`src/mfd_pkg.sv`:
```
// Package of field positions, encodings and timing for the mode field decoder.
package mfd_pkg;
  // Mode register selectors on the bank bits.
  localparam logic [2:0] MFD_BANK_MW0 = 3'h0;
  localparam logic [2:0] MFD_BANK_MW1 = 3'h1;
  localparam logic [2:0] MFD_BANK_MW2 = 3'h2;
  // Mode word zero field positions.
  localparam int MFD_MW0_CL0 = 2;
  localparam int MFD_MW0_CL_LO = 4;
  localparam int MFD_MW0_CL_HI = 6;
  localparam int MFD_MW0_TEST = 7;
  localparam int MFD_MW0_LRST = 8;
  localparam int MFD_MW0_WR_LO = 9;
  localparam int MFD_MW0_WR_HI = 11;
  localparam int MFD_MW0_PPD = 12;
  // Mode word one field positions.
  localparam int MFD_MW1_LOOP_OFF = 0;
  localparam int MFD_MW1_DRV0 = 1;
  localparam int MFD_MW1_RTT0 = 2;
  localparam int MFD_MW1_AL_LO = 3;
  localparam int MFD_MW1_AL_HI = 4;
  localparam int MFD_MW1_DRV1 = 5;
  localparam int MFD_MW1_RTT1 = 6;
  localparam int MFD_MW1_WLEV = 7;
  localparam int MFD_MW1_RTT2 = 9;
  localparam int MFD_MW1_QOFF = 12;
  // Mode word two field positions.
  localparam int MFD_MW2_PAR_LO = 0;
  localparam int MFD_MW2_PAR_HI = 2;
  localparam int MFD_MW2_CWL_LO = 3;
  localparam int MFD_MW2_CWL_HI = 5;
  localparam int MFD_MW2_RTTW_LO = 9;
  localparam int MFD_MW2_RTTW_HI = 10;
  // Posted delay codes.
  localparam logic [1:0] MFD_AL_ZERO = 2'h0;
  localparam logic [1:0] MFD_AL_M1 = 2'h1;
  localparam logic [1:0] MFD_AL_M2 = 2'h2;
  // Latency code bases and the write recovery table.
  localparam logic [4:0] MFD_CL_BASE = 5'h4;
  localparam logic [4:0] MFD_CWL_BASE = 5'h5;
  localparam logic [4:0] MFD_WR_BASE = 5'h4;
  localparam logic [4:0] MFD_WR_STEP = 5'h2;
  localparam logic [4:0] MFD_WR_CODE0 = 5'h10;
  // Reset values of the mode words.
  localparam logic [13:0] MFD_MW_RST = 14'h0000;
  // Loop lock time in clock cycles.
  localparam int MFD_LOCK_CYC = 512;
  localparam logic [9:0] MFD_LOCK_CNT = 10'(MFD_LOCK_CYC);
  // Shift depth of the command delay line.
  localparam int MFD_DLY_W = 32;
endpackage

```
`src/mfd_cmd_if.sv`:
```
// Interface carrying decoded command strobes to the delay line.
`timescale 1ns/100ps
interface mfd_cmd_if;
  logic rd_in;
  logic wr_in;
  logic [4:0] al;
  logic rd_out;
  logic wr_out;
  modport ctl (output rd_in, output wr_in, output al, input rd_out,
    input wr_out);
  modport dly (input rd_in, input wr_in, input al, output rd_out,
    output wr_out);
endinterface

```
`src/mfd_post_delay.sv`:
```
// Posted command delay line for reads and writes.
`timescale 1ns/100ps
module mfd_post_delay
  import mfd_pkg::*;
(
  // Clock and reset.
  input wire logic clock,
  input wire logic nrst,
  // Command strobes.
  mfd_cmd_if.dly cmd
);
  typedef struct packed {
    logic [MFD_DLY_W-1:0] rd_sr;
    logic [MFD_DLY_W-1:0] wr_sr;
  } mfd_dly_t;
  mfd_dly_t st_reg, st_next;

  // Shift commands in; a zero delay passes them straight through.
  always_comb begin
    st_next = st_reg;
    st_next.rd_sr = {st_reg.rd_sr[MFD_DLY_W-2:0], cmd.rd_in};
    st_next.wr_sr = {st_reg.wr_sr[MFD_DLY_W-2:0], cmd.wr_in};
  end

  always_ff @(posedge clock) begin
    if (!nrst) begin
      st_reg <= '0;
    end else begin
      st_reg <= st_next;
    end
  end

  // Tap selection: tap n-1 of the line is n cycles late.
  assign cmd.rd_out = (cmd.al == 5'h0) ? cmd.rd_in
                    : st_reg.rd_sr[cmd.al - 5'h1];
  assign cmd.wr_out = (cmd.al == 5'h0) ? cmd.wr_in
                    : st_reg.wr_sr[cmd.al - 5'h1];
endmodule

```
`src/mfd_top.sv`:
```
// Mode word decoder: latencies, loop control, termination, output disable.
// Contract
// Read access delay from word zero bits.
// Only whole-clock latencies exist.
// Total read delay is posted plus access.
// Controller keeps test bit zero.
// Loop reset bit clears itself.
// Controller waits lock time after loop reset.
// Recovery field forms precharge done delay.
// Power-down bit selects frozen or running loop.
// Controller writes word one with reserved zeros.
// Write leveling limits nominal termination values.
// Nominal termination in writes limited values.
// Loop off in self refresh, back after.
// Controller holds clock enable during lock.
// Controller disables termination while loop off.
// Controller clears write termination while loop off.
// Write termination works without nominal termination.
// Commands delayed by posted command delay.
// Output disable bit disconnects data outputs.
// Controller writes word two with reserved zeros.
// No write termination during write leveling.
// Partial refresh loses data only in self refresh.
// Write delay from word two, plus posted.
// Controller changes mode words only when idle.
`timescale 1ns/100ps
module mfd_top
  import mfd_pkg::*;
(
  // Clock and reset.
  input wire logic clock,
  input wire logic nrst,
  // Mode register set command.
  input wire logic mrs_valid,
  input wire logic [2:0] mrs_bank,
  input wire logic [13:0] mrs_addr,
  // Array commands and power states.
  input wire logic rd_cmd,
  input wire logic wr_cmd,
  input wire logic self_refresh,
  input wire logic pd_active,
  input wire logic odt_in,
  // Decoded latencies in clock cycles.
  output logic [4:0] read_access_delay,
  output logic [4:0] write_access_delay,
  output logic [4:0] posted_command_delay,
  output logic [5:0] total_read_delay,
  output logic [5:0] total_write_delay,
  output logic [5:0] precharge_done_delay,
  // Loop and output control.
  output logic loop_running,
  output logic loop_locked,
  output logic test_mode,
  output logic out_disable,
  output logic [1:0] drive_sel,
  output logic [2:0] rtt_active,
  output logic rtt_is_write,
  output logic [2:0] partial_array_refresh,
  output logic write_leveling,
  // Delayed internal commands.
  output logic rd_internal,
  output logic wr_internal
);
  typedef struct packed {
    logic [13:0] mw0;
    logic [13:0] mw1;
    logic [13:0] mw2;
    logic [9:0] lock_cnt;
    logic [2:0] rtt;
    logic rtt_wr;
  } mfd_state_t;
  mfd_state_t st_reg, st_next;

  mfd_cmd_if cmd_bus ();

  // Read access delay: three-bit code plus low extension bit.
  function automatic logic [4:0] cl_decode(input logic [13:0] w);
    logic [3:0] code;
    code = {w[MFD_MW0_CL_HI:MFD_MW0_CL_LO], w[MFD_MW0_CL0]};
    cl_decode = MFD_CL_BASE + 5'(code);
  endfunction

  // Posted delay from the two-bit code and the read access delay.
  function automatic logic [4:0] al_decode(input logic [1:0] c,
    input logic [4:0] cl);
    unique case (c)
      MFD_AL_ZERO: al_decode = 5'h0;
      MFD_AL_M1: al_decode = cl - 5'h1;
      MFD_AL_M2: al_decode = cl - 5'h2;
      default: al_decode = 5'h0; // Reserved code gives no delay.
    endcase
  endfunction

  logic [4:0] cl_w, cwl_w, al_w, wr_w;
  logic [2:0] wr_code;
  logic loop_en;
  always_comb begin
    cl_w = cl_decode(st_reg.mw0);
    cwl_w = MFD_CWL_BASE
          + 5'(st_reg.mw2[MFD_MW2_CWL_HI:MFD_MW2_CWL_LO]);
    al_w = al_decode(st_reg.mw1[MFD_MW1_AL_HI:MFD_MW1_AL_LO],
                     cl_w);
    wr_code = st_reg.mw0[MFD_MW0_WR_HI:MFD_MW0_WR_LO];
    // Code zero stands for the longest recovery of the table.
    wr_w = (wr_code == 3'h0) ? MFD_WR_CODE0
         : ((wr_code < 3'h4) ? MFD_WR_BASE + 5'(wr_code)
         : MFD_WR_BASE + 5'(wr_code) + 5'(wr_code) - MFD_WR_STEP - 5'h2);
    // Loop runs when enabled, outside self refresh, and not frozen.
    loop_en = !st_reg.mw1[MFD_MW1_LOOP_OFF] && !self_refresh
      && !(pd_active && !st_reg.mw0[MFD_MW0_PPD]);
  end

  // Register mode words, self-clear loop reset, count lock, pick termination.
  always_comb begin
    st_next = st_reg;
    st_next.mw0[MFD_MW0_LRST] = 1'b0;
    if (mrs_valid && mrs_bank == MFD_BANK_MW0) begin
      st_next.mw0 = mrs_addr;
    end else if (mrs_valid && mrs_bank == MFD_BANK_MW1) begin
      st_next.mw1 = mrs_addr;
    end else if (mrs_valid && mrs_bank == MFD_BANK_MW2) begin
      st_next.mw2 = mrs_addr;
    end
    // A reset or a stopped loop restarts the lock wait.
    if (st_reg.mw0[MFD_MW0_LRST] || !loop_en) begin
      st_next.lock_cnt = MFD_LOCK_CNT;
    end else if (st_reg.lock_cnt != 10'h0) begin
      st_next.lock_cnt = st_reg.lock_cnt - 10'h1;
    end
    // Write termination applies on writes even with nominal off,
    // but never during write leveling, which keeps nominal only.
    if (odt_in && wr_cmd && !st_reg.mw1[MFD_MW1_WLEV]
        && st_reg.mw2[MFD_MW2_RTTW_HI:MFD_MW2_RTTW_LO] != 2'h0) begin
      st_next.rtt = {1'b0, st_reg.mw2[MFD_MW2_RTTW_HI:MFD_MW2_RTTW_LO]};
      st_next.rtt_wr = 1'b1;
    end else if (odt_in) begin
      st_next.rtt = {st_reg.mw1[MFD_MW1_RTT2], st_reg.mw1[MFD_MW1_RTT1],
                     st_reg.mw1[MFD_MW1_RTT0]};
      st_next.rtt_wr = 1'b0;
    end else begin
      st_next.rtt = 3'h0;
      st_next.rtt_wr = 1'b0;
    end
  end

  always_ff @(posedge clock) begin
    if (!nrst) begin
      st_reg <= '{MFD_MW_RST, MFD_MW_RST, MFD_MW_RST, MFD_LOCK_CNT,
                  3'h0, 1'b0};
    end else begin
      st_reg <= st_next;
    end
  end

  ////////////////////////////////////////////////////////////////////////
  // Posted command delay line.
  assign cmd_bus.rd_in = rd_cmd;
  assign cmd_bus.wr_in = wr_cmd;
  assign cmd_bus.al = al_w;
  mfd_post_delay u_dly (
    .clock(clock),
    .nrst(nrst),
    .cmd(cmd_bus)
  );

  ////////////////////////////////////////////////////////////////////////
  // Outputs; all but the loop and internal command outputs come from the state register through field decode.
  assign read_access_delay = cl_w;
  assign write_access_delay = cwl_w;
  assign posted_command_delay = al_w;
  assign total_read_delay = 6'(al_w) + 6'(cl_w);
  assign total_write_delay = 6'(al_w) + 6'(cwl_w);
  assign precharge_done_delay = 6'(wr_w) + 6'(cl_w);
  assign loop_running = loop_en;
  assign loop_locked = loop_en && st_reg.lock_cnt == 10'h0;
  assign test_mode = st_reg.mw0[MFD_MW0_TEST];
  assign out_disable = st_reg.mw1[MFD_MW1_QOFF];
  assign drive_sel = {st_reg.mw1[MFD_MW1_DRV1], st_reg.mw1[MFD_MW1_DRV0]};
  assign rtt_active = st_reg.rtt;
  assign rtt_is_write = st_reg.rtt_wr;
  // Refresh range only matters on self refresh entry.
  assign partial_array_refresh = st_reg.mw2[MFD_MW2_PAR_HI:MFD_MW2_PAR_LO];
  assign write_leveling = st_reg.mw1[MFD_MW1_WLEV];
  // Internal commands are suppressed nowhere; reads wait on lock outside.
  assign rd_internal = cmd_bus.rd_out;
  assign wr_internal = cmd_bus.wr_out;

  ////////////////////////////////////////////////////////////////////////
  // Checks.
  chk_loop_reset_clear: assert property (@(posedge clock) disable iff (!nrst)
    (mrs_valid && mrs_bank == MFD_BANK_MW0 && mrs_addr[MFD_MW0_LRST])
    |=> ##1 !st_reg.mw0[MFD_MW0_LRST] || mrs_valid)
    else $error("loop reset bit did not clear");
  chk_read_sum: assert property (@(posedge clock) disable iff (!nrst)
    total_read_delay == 6'(posted_command_delay) + 6'(read_access_delay))
    else $error("total read delay wrong");
  chk_write_sum: assert property (@(posedge clock) disable iff (!nrst)
    total_write_delay == 6'(posted_command_delay) + 6'(write_access_delay))
    else $error("total write delay wrong");
  chk_self_ref_loop: assert property (@(posedge clock) disable iff (!nrst)
    self_refresh |-> !loop_running)
    else $error("loop ran in self refresh");
  chk_qoff_bit: assert property (@(posedge clock) disable iff (!nrst)
    (mrs_valid && mrs_bank == MFD_BANK_MW1)
    |=> out_disable == $past(mrs_addr[MFD_MW1_QOFF]))
    else $error("output disable not taken");
  chk_wlev_no_wtt: assert property (@(posedge clock) disable iff (!nrst)
    write_leveling |=> !rtt_is_write)
    else $error("write termination in leveling");
  chk_al_zero_pass: assert property (@(posedge clock) disable iff (!nrst)
    (posted_command_delay == 5'h0 && rd_cmd) |-> rd_internal)
    else $error("zero delay read not passed");
  chk_al_one_delay: assert property (@(posedge clock) disable iff (!nrst)
    (posted_command_delay == 5'h3 && rd_cmd && !mrs_valid)
    ##1 !mrs_valid ##1 !mrs_valid
    |=> rd_internal)
    else $error("posted read not delayed");
  chk_ppd_freeze: assert property (@(posedge clock) disable iff (!nrst)
    (pd_active && !st_reg.mw0[MFD_MW0_PPD]) |-> !loop_running)
    else $error("loop not frozen in slow exit");
  cov_loop_lock: cover property (@(posedge clock) disable iff (!nrst)
    $rose(loop_locked));
  cov_write_tt: cover property (@(posedge clock) disable iff (!nrst)
    rtt_is_write);
  cov_posted_rd: cover property (@(posedge clock) disable iff (!nrst)
    rd_internal && posted_command_delay != 5'h0);
endmodule

```
`config.mk`:
```
export PLATFORM = sky130hd
export DESIGN_NAME = mfd_top
export DESIGN_NICKNAME = d
export VERILOG_FILES = /design/src/mfd_pkg.sv /design/src/mfd_cmd_if.sv /design/src/mfd_post_delay.sv /design/src/mfd_top.sv
export SDC_FILE = /design/constraint.sdc
export NUM_CORES = 1
export LEC_CHECK = 0
export BUFFER_PORTS_ARGS = -buffer_cell sky130_fd_sc_hd__buf_4
export CORE_ASPECT_RATIO = 0.8
export CORE_MARGIN = 2
export CORE_UTILIZATION = 50
export DETAILED_ROUTE_END_ITERATION = 12
export PLACE_DENSITY = 0.69
export SETUP_SLACK_MARGIN = 0.02
export SYNTH_ARGS = -nofsm -noshare
export SYNTH_HDL_FRONTEND = slang
export SYNTH_SLANG_ARGS = --single-unit
```
`constraint.sdc`:
```
create_clock -name clock -period 4.6 [get_ports clock]
set_input_delay 0.46 -clock clock [delete_from_list [all_inputs] [get_ports clock]]
set_output_delay 0.46 -clock clock [all_outputs]
set_load 0.1 [all_outputs]
```
==> Word-level counts from Yosys, hierarchy flattened <==
Cells that the tools add are included.
{ "classes": {"bitwise": 4, "eq_ne": 4, "n_lt_le_gt_ge": 2, "n_reduce_logical": 28, "mux": 11, "n_addsub": 13} }
{ "op_table": {"columns": ["cell", "n"], "rows": [
  ["$sub A5 B2 Y5 const B", 3],
  ["$add A5 B5 Y6", 2],
  ["$bmux W1 S5", 2],
  ["$logic_and A1 B1 Y1", 10],
  ["$logic_not A10 Y1", 1],
  ["$mux W5", 2],
  ["$pmux W5 S2", 1],
  ["$reduce_bool A10 Y1", 1],
  ["$sub A10 B1 Y10 const B", 1],
  ["$sub A5 B1 Y5 const B", 2],
  ["$add A3 B3 Y4 const A", 2],
  ["$add A5 B4 Y6", 1],
  ["$logic_not A1 Y1", 6],
  ["$logic_not A3 Y1", 2],
  ["$lt A5 B6 Y1 const B", 1],
  ["$mux W3", 2],
  ["$add A3 B4 Y5 const A", 1],
  ["$add A4 B3 Y5", 1],
  ["$logic_not A5 Y1", 1],
  ["$mux W1", 4],
  ["$not A1 Y1", 4],
  ["$reduce_and A2 Y1", 2],
  ["$eq A3 B1 Y1 const B", 1],
  ["$eq A3 B2 Y1 const B", 1],
  ["8 further kinds", 8]
]} }
{ "totals": {"register_bits": 115, "word_cells": 72, "out_inout_bits": 49} }

==> Depth between registers and ports, before layout <==
Gate-level depths: netlist of run 1.
{ "depth": {"ltp_word": 7, "mapped_depth": 14, "depth_no_buf": 11} }

==> By module <==
A second synthesis of run 1 with hierarchy kept.
{ "hier_totals": {"cells_unflattened": 537, "hier_area_um2": 5180.0} }
{ "by_module_without_submodules": {"columns": ["module", "cells_per_inst", "seq_area_each_um2", "instances", "area_per_inst_um2"], "rows": [
  ["mfd_top", 304, 840.8, 1, 2625.0],
  ["mfd_post_delay", 233, 1281.2, 1, 2555.0]
]} }

==> Least setup slack after synthesis of run 1 <==
No wires, ideal clock.
{ "synth_timing": {"path_type": "register to output", "startpoint": "register st_reg[47] in the netlist's numbering", "endpoint": "output port total_read_delay[4]", "required_ns": 4.140, "path_buffers": 0, "t_arrival_ns": 5.503, "slack_ns": -1.363, "path_stages_with_launch": 6, "path_cell_list": "dfxtp_1 > ha_1 > nor2_1 > nor4_2 > ha_1 > xnor2_1"} }
{ "synth_between": {"elab_chain_cells": 4} }
{ "synth_rtl": {"columns": ["item", "line_no", "rtl"], "rows": [
  ["from (decl)", "mfd_top.sv:72", "mfd_state_t st_reg, st_next;"],
  ["from (signal assigned)", "mfd_top.sv:148", "st_reg <= '{MFD_MW_RST, MFD_MW_RST, MFD_MW_RST, MFD_LOCK_CNT,"],
  ["from (signal assigned)", "mfd_top.sv:151", "st_reg <= st_next;"],
  ["$add A3 B4 Y5 *", "mfd_top.sv:80", "cl_decode = MFD_CL_BASE + 5'(code);"],
  ["via read_access_delay[4]", "mfd_top.sv:44", "output logic [4:0] read_access_delay,"],
  ["$sub A5 B2 Y5 / $sub A5 B1 Y5 (equally long branches)", "mfd_top.sv:89, mfd_top.sv:88", null],
  ["$pmux W5 S2 *", "mfd_top.sv:86", "unique case (c)"],
  ["via posted_command_delay[4]", "mfd_top.sv:46", "output logic [4:0] posted_command_delay,"],
  ["$add A5 B5 Y6 *", "mfd_top.sv:171", "assign total_read_delay = 6'(al_w) + 6'(cl_w);"],
  ["to (decl)", "mfd_top.sv:47", "output logic [5:0] total_read_delay,"]
]} }
Mark *: on every way through the listed nets, which the timed path passes. The rest lies on a longest branch.

==> Worst setup path in the final report of run 1 <==
{ "layout_timing": {"startpoint": "register st_reg[46] in the netlist's numbering", "endpoint": "output port rd_internal"} }
{ "layout_between": {"elab_chain_cells": 7} }
{ "layout_rtl": {"columns": ["item", "line_no", "rtl"], "rows": [
  ["$add A3 B4 Y5 *", "mfd_top.sv:80", null],
  ["$sub A5 B2 Y5 / $sub A5 B1 Y5 (equally long branches)", "mfd_top.sv:89, mfd_top.sv:88", null],
  ["$pmux W5 S2 *", "mfd_top.sv:86", null],
  ["$sub A5 B1 Y5", "mfd_post_delay.sv:35", ": st_reg.rd_sr[cmd.al - 5'h1];"],
  ["$bmux W1 S5", "mfd_post_delay.sv:35", null],
  ["$mux W1 (implied by the code)", "mfd_post_delay.sv:35", null],
  ["$mux W1 *", "mfd_post_delay.sv:34", "assign cmd.rd_out = (cmd.al == 5'h0) ? cmd.rd_in"],
  ["to (decl)", "mfd_top.sv:61", "output logic rd_internal,"]
]} }
Every way passes the cells marked *; elsewhere a longest branch is shown, timed or not. The select of a mux whose other input is x is not followed.

==> results of run 1 <==
-- how the worst min path moves through the flow --
stage,start,endpoint,slack (ps),cells after the start
4_1_cts,rd_cmd,u_dly.st_next[33],350,2
6_report,rd_cmd,u_dly.st_next[33],350,2
2_1_floorplan,u_dly.st_next[9],u_dly.st_next[10],430,1
3_3_place_gp,u_dly.st_next[63],u_dly.st_reg[63],430,1
3_5_place_dp,u_dly.st_next[18],u_dly.st_next[19],440,1
5_1_grt,rd_cmd,u_dly.st_next[33],350,2
-- kinds of logic after synthesis --
| group | after synthesis | share of synthesized area, % |
|---|---|---|
| other | 1 | 0.0773 |
| adders and majority gates | 26 | 7.12 |
| AOI/OAI and AO/OA | 57 | 7.32 |
| and+or+nand+nor | 200 | 21.6 |
| DFF | 106 | 43.7 |
| xor gates and xnor gates | 19 | 3.58 |
| buffers and inverters | 52 | 5.34 |
| muxes | 33 | 11.3 |
-- cells in the mapped netlist, drive strengths merged --
master  count
nor2b       3
xor2        6
fa          3
a31oi       1
nand3       6
a211oi      2
mux2i      15
or3b        1
a32oi       1
and3        3
or2         3
buf        16
o41ai       1
mux4       16
clkbuf     15
xnor2      13
o22ai       2
a21oi      30
nor3        4
ha         22
mux2        2
a21o        7
and2       67
conb        1
o21ai       4
o21a        3
nor4        4
or4         2
nand2b      5
nand3b      4
nand2      66
a211o       1
or3         1
a221o       1
o31ai       2
a221oi      1
inv        21
a31o        1
and4        1
nor3b       2
nor2       28
maj3        1
dfxtp     106
-- power breakdown --
group / switching (W) / total, W / internal, W
combinational: 0.000156 / 0.000222 / 0.0000660
sequential: 0.0000105 / 0.000941 / 0.000930
clock: 0.000341 / 0.000768 / 0.000427
-- worst reg2reg max path, stage by stage, from the launching register on --
cell	delay (ps)
dfxtp_1	330
inv_1	90
ha_1	180
or3b_1	380
nor2_1	230
nand2_1	100
or2_0	330
nand3_1	150
xor2_1	150
nor2_1	50
-- layout by cell type, fill, tap and decap left out, drive strengths merged, types with 2 or more instances in the layout --
master and n:
a211oi 2, a21o 7, a21oi 30, and2 67, and3 3, buf 75, clkbuf 9, clkinv 3
dfxtp 106, fa 3, ha 22, inv 23, mux2 2, mux2i 15, mux4 16, nand2 66
nand2b 5, nand3 6, nand3b 4, nor2 28, nor2b 3, nor3 4, nor3b 2, nor4 4
o21a 3, o21ai 4, o22ai 2, o31ai 2, or2 3, or4 2, xnor2 13, xor2 6
-- layout make-up --
cell class,instances,area share [%]
Sequential cell,106,36.9
Tap cell,119,2.59
Inverter,21,1.37
Clock inverter,7,1.33
Multi-Input combinational cell,336,44.1
Clock buffer,9,3.91
Timing Repair Buffer,75,9.78
-- per-stage QoR --
step	cells	area [µm²]	setup WS [ps]	hold slack, ps	power, W
after floorplan	494	4930	-105	430	0.00113
after global placement	657	5460	843	433	0.00118
after detailed placement	657	5460	779	443	0.00118
after CTS	673	5760	411	346	0.00195
after global routing	673	5760	219	350	0.00200
final	673	5760	475	350	0.00193
-- per-layer routing --
| metal | vias to the layer above | GRT usage (%) | share of wire (%) |
|---|---|---|---|
| met5 | - | 0 | 0 |
| met4 | 0 | 5.08 | 1.0 |
| met3 | 8 | 4.63 | 4.5 |
| met2 | 74 | 31.7 | 48 |
| met1 | 1695 | 26.0 | 47 |
| li1 | 1750 | - | - |
==> reports/qor.txt, run 1 <==
status: completed
final core utilization: 60.4%
CTS Hold Bufs: 0
global-route wire length before repair: 16200 µm
critical path data arrival time: 3670 ps
grt ovf: 0
Worst Hold Class: primary input to flip-flop
slowest cell on the critical path: ha_1
worst setup path end: rd_internal
syn nets: 544
Chip Width: 114 µm
area occupied by multi-input gates: 0.00254 mm²
DRC viols: 0
Fin. Hold Viols: 0
kind of cell adding the most delay to the critical path: adder cells
clk_skew: 5.15 ps
I/O Buffers: 71
fin crit period: 4130 ps
# fillers: 797
via count: 3527
Slew Limit Fails: 0
FF-to-FF End: st_reg[11]
I/O pins: 74
Reg area: 0.00212 mm²
startpoint types: flip-flop
CP max stage delay: 570 ps
maximum VDD drop: 0.000213 V
Placer Congestion: 0.854
post-route setup TNS: 0 ps
share of cells above drive strength 1: 23.5%
CTS H-tree depth: 3
Mapped Cells: 494
CP Depth: 11
CTS Buffer Depth: 2
Post-DRT Antenna Nets: 0
post-CTS resize count: 0
die height: 92.1 µm
WL/cell: 14.7 µm
Post-Syn Area: 0.00485 mm²
Worst setup startpoint: st_reg[46]
pin count of the biggest net entering global routing: 69
Crit path top cell by count: ha_1
dominant cell type by area after synthesis: dfxtp_1
critical path fanouts, max: 9
CTS Sinks: 106
RSZ-0062 raised after global routing: false
Final period util: 89.7%
crit path buf inv count: 3
Slew HR: 20.8%
worst flop-to-flop path startpoint: st_reg[4]
Via density: 5.24
max reg flops: 62
DRT Pass-1 Iters: 4
core area: 0.00953 mm²
drt total wl: 9920 µm
crit-path cells: inv_2 > ha_1 > nand2b_1 > a21oi_4 > inv_1 > ha_1 > mux4_4 > and3_1 > o31ai_1 > nand3_1 > buf_4
Num CTS Buffers: 9
Area growth, synth to finish: 18.7%
Root Driver: clkbuf_16
Die ar.: 0.0105 mm²
Synth Register Bits: 106
Synth Area per Inst: 9.82 µm²
max cap viols: 0
Initial Utilization: 50.9%
CTS tree: yes
vias in the first global route: 3353
Synth area leaders: dfxtp_1, and2_1, mux4_2
Fmax: 242 MHz
initial DRC count: 109
CP Class: flip-flop to output port
PD cells: 335 mW/mm²
Finish-stage setup viols: 0
Rows: 32
Yosys cell types: 53
Worst R2R Setup Slack: 2480 ps
top cell type's share of synthesized area: 43.7%
initial antenna violation count: 0
Layout Nets: 599
Worst-path clk slew: 70 ps
CP required: 4140 ps
register area share after synthesis: 43.7%
Worst Max-Slew Pin Slew: 1180 ps
P_leak: 2.51 nW
n_diodes: 0
Yosys Warn Count: 0
Clk Latency, worst-skew pair: 340 ps
Crit. End Element: output port
HPWL after detailed placement: 7120 µm
GRT Overall Usage: 19.4%
reg2reg path depth: 9
Post CTS Setup Buffer Count: 0
No activity file was read; power rests on OpenSTA's default activity.
==> run 2, diff against run 1 <==
--- a/config.mk
+++ b/config.mk
@@ -12,6 +12,7 @@
 export DETAILED_ROUTE_END_ITERATION = 12
-export PLACE_DENSITY = 0.69
-export SETUP_SLACK_MARGIN = 0.02
+export PLACE_DENSITY = 0.68
+export SETUP_SLACK_MARGIN = 0.05
 export SYNTH_ARGS = -nofsm -noshare
 export SYNTH_HDL_FRONTEND = slang
+export SYNTH_HIERARCHICAL = 1
 export SYNTH_SLANG_ARGS = --single-unit
--- a/constraint.sdc
+++ b/constraint.sdc
@@ -3,2 +3,2 @@
 set_output_delay 0.46 -clock clock [all_outputs]
-set_load 0.1 [all_outputs]
+set_load 0.05 [all_outputs]
==> run 2 against run 1 <==
- fmax fell by 3.2%
- flip-flop and latch count did not move
- design area rose by 6.0%
- clock-buffer cell count rose by 1
- combinational power fell by 12%
- routed wire length rose by 12%
- highest routed layer unchanged
==> reports/qor.txt, run 2 <==
status: completed
Commonest cells post-synth: dfxtp_1, and2_1, nand2_1
Area growth, synth to finish: 17.8%
Met2 Routed Length: 5100 µm
Yosys Warn Count: 6
PD cells: 316 mW/mm²
Initial Utilization: 51.0%
ys async rst share: 0%
Via density: 5.26
Fin. Hold Viols: 0
fin crit period: 4260 ps
syn nets: 587
WL met1: 5460 µm
Fmax: 235 MHz
die height: 95.0 µm
commonest non-fill, non-tap cell in the layout: dfxtp_1
Slew Limit Fails: 0
Chip Width: 118 µm
CP Class: flip-flop to output port
Num CTS Buffers: 9
initial antenna violation count: 0
Slew HR: 42.0%
final worst slack: 340 ps
Worst Max-Slew Pin Slew: 867 ps
via count: 3876
share of cells above drive strength 1: 20.8%
dpl cell area: 0.00579 mm²
CTS Buffer Depth: 2
vias in the first global route: 3744
core area: 0.0102 mm²
slowest cell on the critical path: ha_1
Post CTS Setup Buffer Count: 0
Placer Congestion: 0.873
Final period util: 92.6%
post-route setup TNS: 0 ps
I/O pins: 74
GRT Overall Usage: 20.3%
Fin Hold WS: 345 ps
max cap viols: 0
Synth Register Bits: 106
Finish-stage setup viols: 0
initial DRC count: 131
Clk Latency, worst-skew pair: 340 ps
number of synthesized flops with an enable pin: 0
P_leak: 2.53 nW
Post-Syn Area: 0.00518 mm²
clk_skew: 8.52 ps
Crit path top cell by count: inv_1
post-CTS resize count: 0
kind of cell adding the most delay to the critical path: adder cells
max reg flops: 62
critical path data arrival time: 3800 ps
WL/cell: 15.0 µm
CTS Hold Bufs: 0
CTS tree: yes
register area share after synthesis: 41.0%
crit path buf inv count: 5
Crit. End Element: output port
crit-path cells: inv_1 > ha_1 > o22ai_1 > nand2b_1 > inv_1 > inv_1 > ha_1 > buf_4 > mux4_2 > a221oi_1 > a21oi_1 > nor4_1 > nor3_2 > buf_4
HPWL after detailed placement: 7930 µm
pin count of the biggest net entering global routing: 98
Rows: 33
Root Driver: clkbuf_16
global-route wire length before repair: 18200 µm
Most used DFF post-synth: dfxtp_1
routed wl met3: 371 µm
count leader, synth: dfxtp_1
CTS H-tree depth: 3
Mapped Cells: 537
top cell type's share of synthesized area: 41.0%
DRC viols: 0
Yosys cell types: 57
CP max stage delay: 500 ps
Synth Area per Inst: 9.65 µm²
I/O Buffers: 71
CP required: 4140 ps
startpoint types: flip-flop
RSZ-0062 raised after global routing: false
critical path fanouts, max: 9
Synth area leaders: dfxtp_1, and2_1, ha_1
Top Metal Used: met4
Worst Hold Class: primary input to flip-flop
Layout Nets: 642
CTS Sinks: 106
dominant cell type by area after synthesis: dfxtp_1
Worst-path clk slew: 70 ps
Setup Slack @ Placement: 559 ps
Post-DRT Antenna Nets: 0
leading cell types in the layout, fill and taps excluded: dfxtp_1, buf_4, and2_1
DRT Pass-1 Iters: 4
grt ovf: 0
drt total wl: 11100 µm
Die ar.: 0.0112 mm²
n_diodes: 0
fin area: 0.00610 mm²
maximum VDD drop: 0.000266 V
==> run 2: where the power goes <==
group	internal [W]	switching, W	leakage [nW]	total (W)
Sequential	0.000930	0.0000124	0.857	0.000942
Clock	0.000443	0.000345	0.155	0.000788
Combinational	0.0000774	0.000118	1.52	0.000195
==> run 2: cells by family (layout without fill, tap and decap cells) <==
| group | Yosys count | count (layout) | share of synthesized area (%) |
|---|---|---|---|
| buffers and inverters | 55 | 115 | 5.02 |
| adder cells (fa/ha/maj) | 25 | 25 | 6.47 |
| AO/OA/AOI/OAI | 89 | 89 | 11.4 |
| AND/OR/NAND/NOR | 218 | 218 | 23.7 |
| flip-flops | 106 | 106 | 41.0 |
| multiplexers | 29 | 29 | 10.0 |
| XOR/XNOR | 14 | 14 | 2.37 |
| other | 1 | 1 | 0.0724 |
==> run 2: worst register-to-register path, cell delays in order (launching register included) <==
cell and delay (ps):
dfxtp_1 340, inv_1 70, ha_1 180, nor3b_1 590
nand3_2 310, a21bo_1 250, a21oi_1 110
==> run 2: layout make-up <==
cell class              count  area (µm²)
well taps                 140         175
flip-flops and latches    106        2120
clock buffers              10         239
fillers                   916        4050
inverters                  20        75.1
clock inverters             6        68.8
repair buffers             79         593
multi-input cells         376        2830
==> run 2: final timing paths <==
kind,from,end,slack [ps],depth (start not counted)
hold / removal,rd_cmd,u_dly/st_next[33],340,2
hold reg to reg,u_dly/st_next[48],u_dly/st_next[49],450,1
setup / recovery,st_reg[44],wr_internal,340,14
setup reg to reg,st_reg[4],st_reg[11],2680,6
==> run 2: through the flow <==
step | util (%) | total power [W] | instances
global route | 60.1 | 0.00199 | 737
detailed placement | 57.0 | 0.00116 | 721
CTS | 60.1 | 0.00194 | 737
global placement | 57.0 | 0.00115 | 721
floorplan | - | 0.00110 | 537
finish | 60.1 | 0.00193 | 737
==> run 2: routing by layer <==
layer / global-route usage [%] / up-vias
met5: 0 / -
met4: 6.33 / 0
met1: 26.7 / 1830
met3: 3.83 / 14
met2: 34.4 / 78
li1: - / 1954
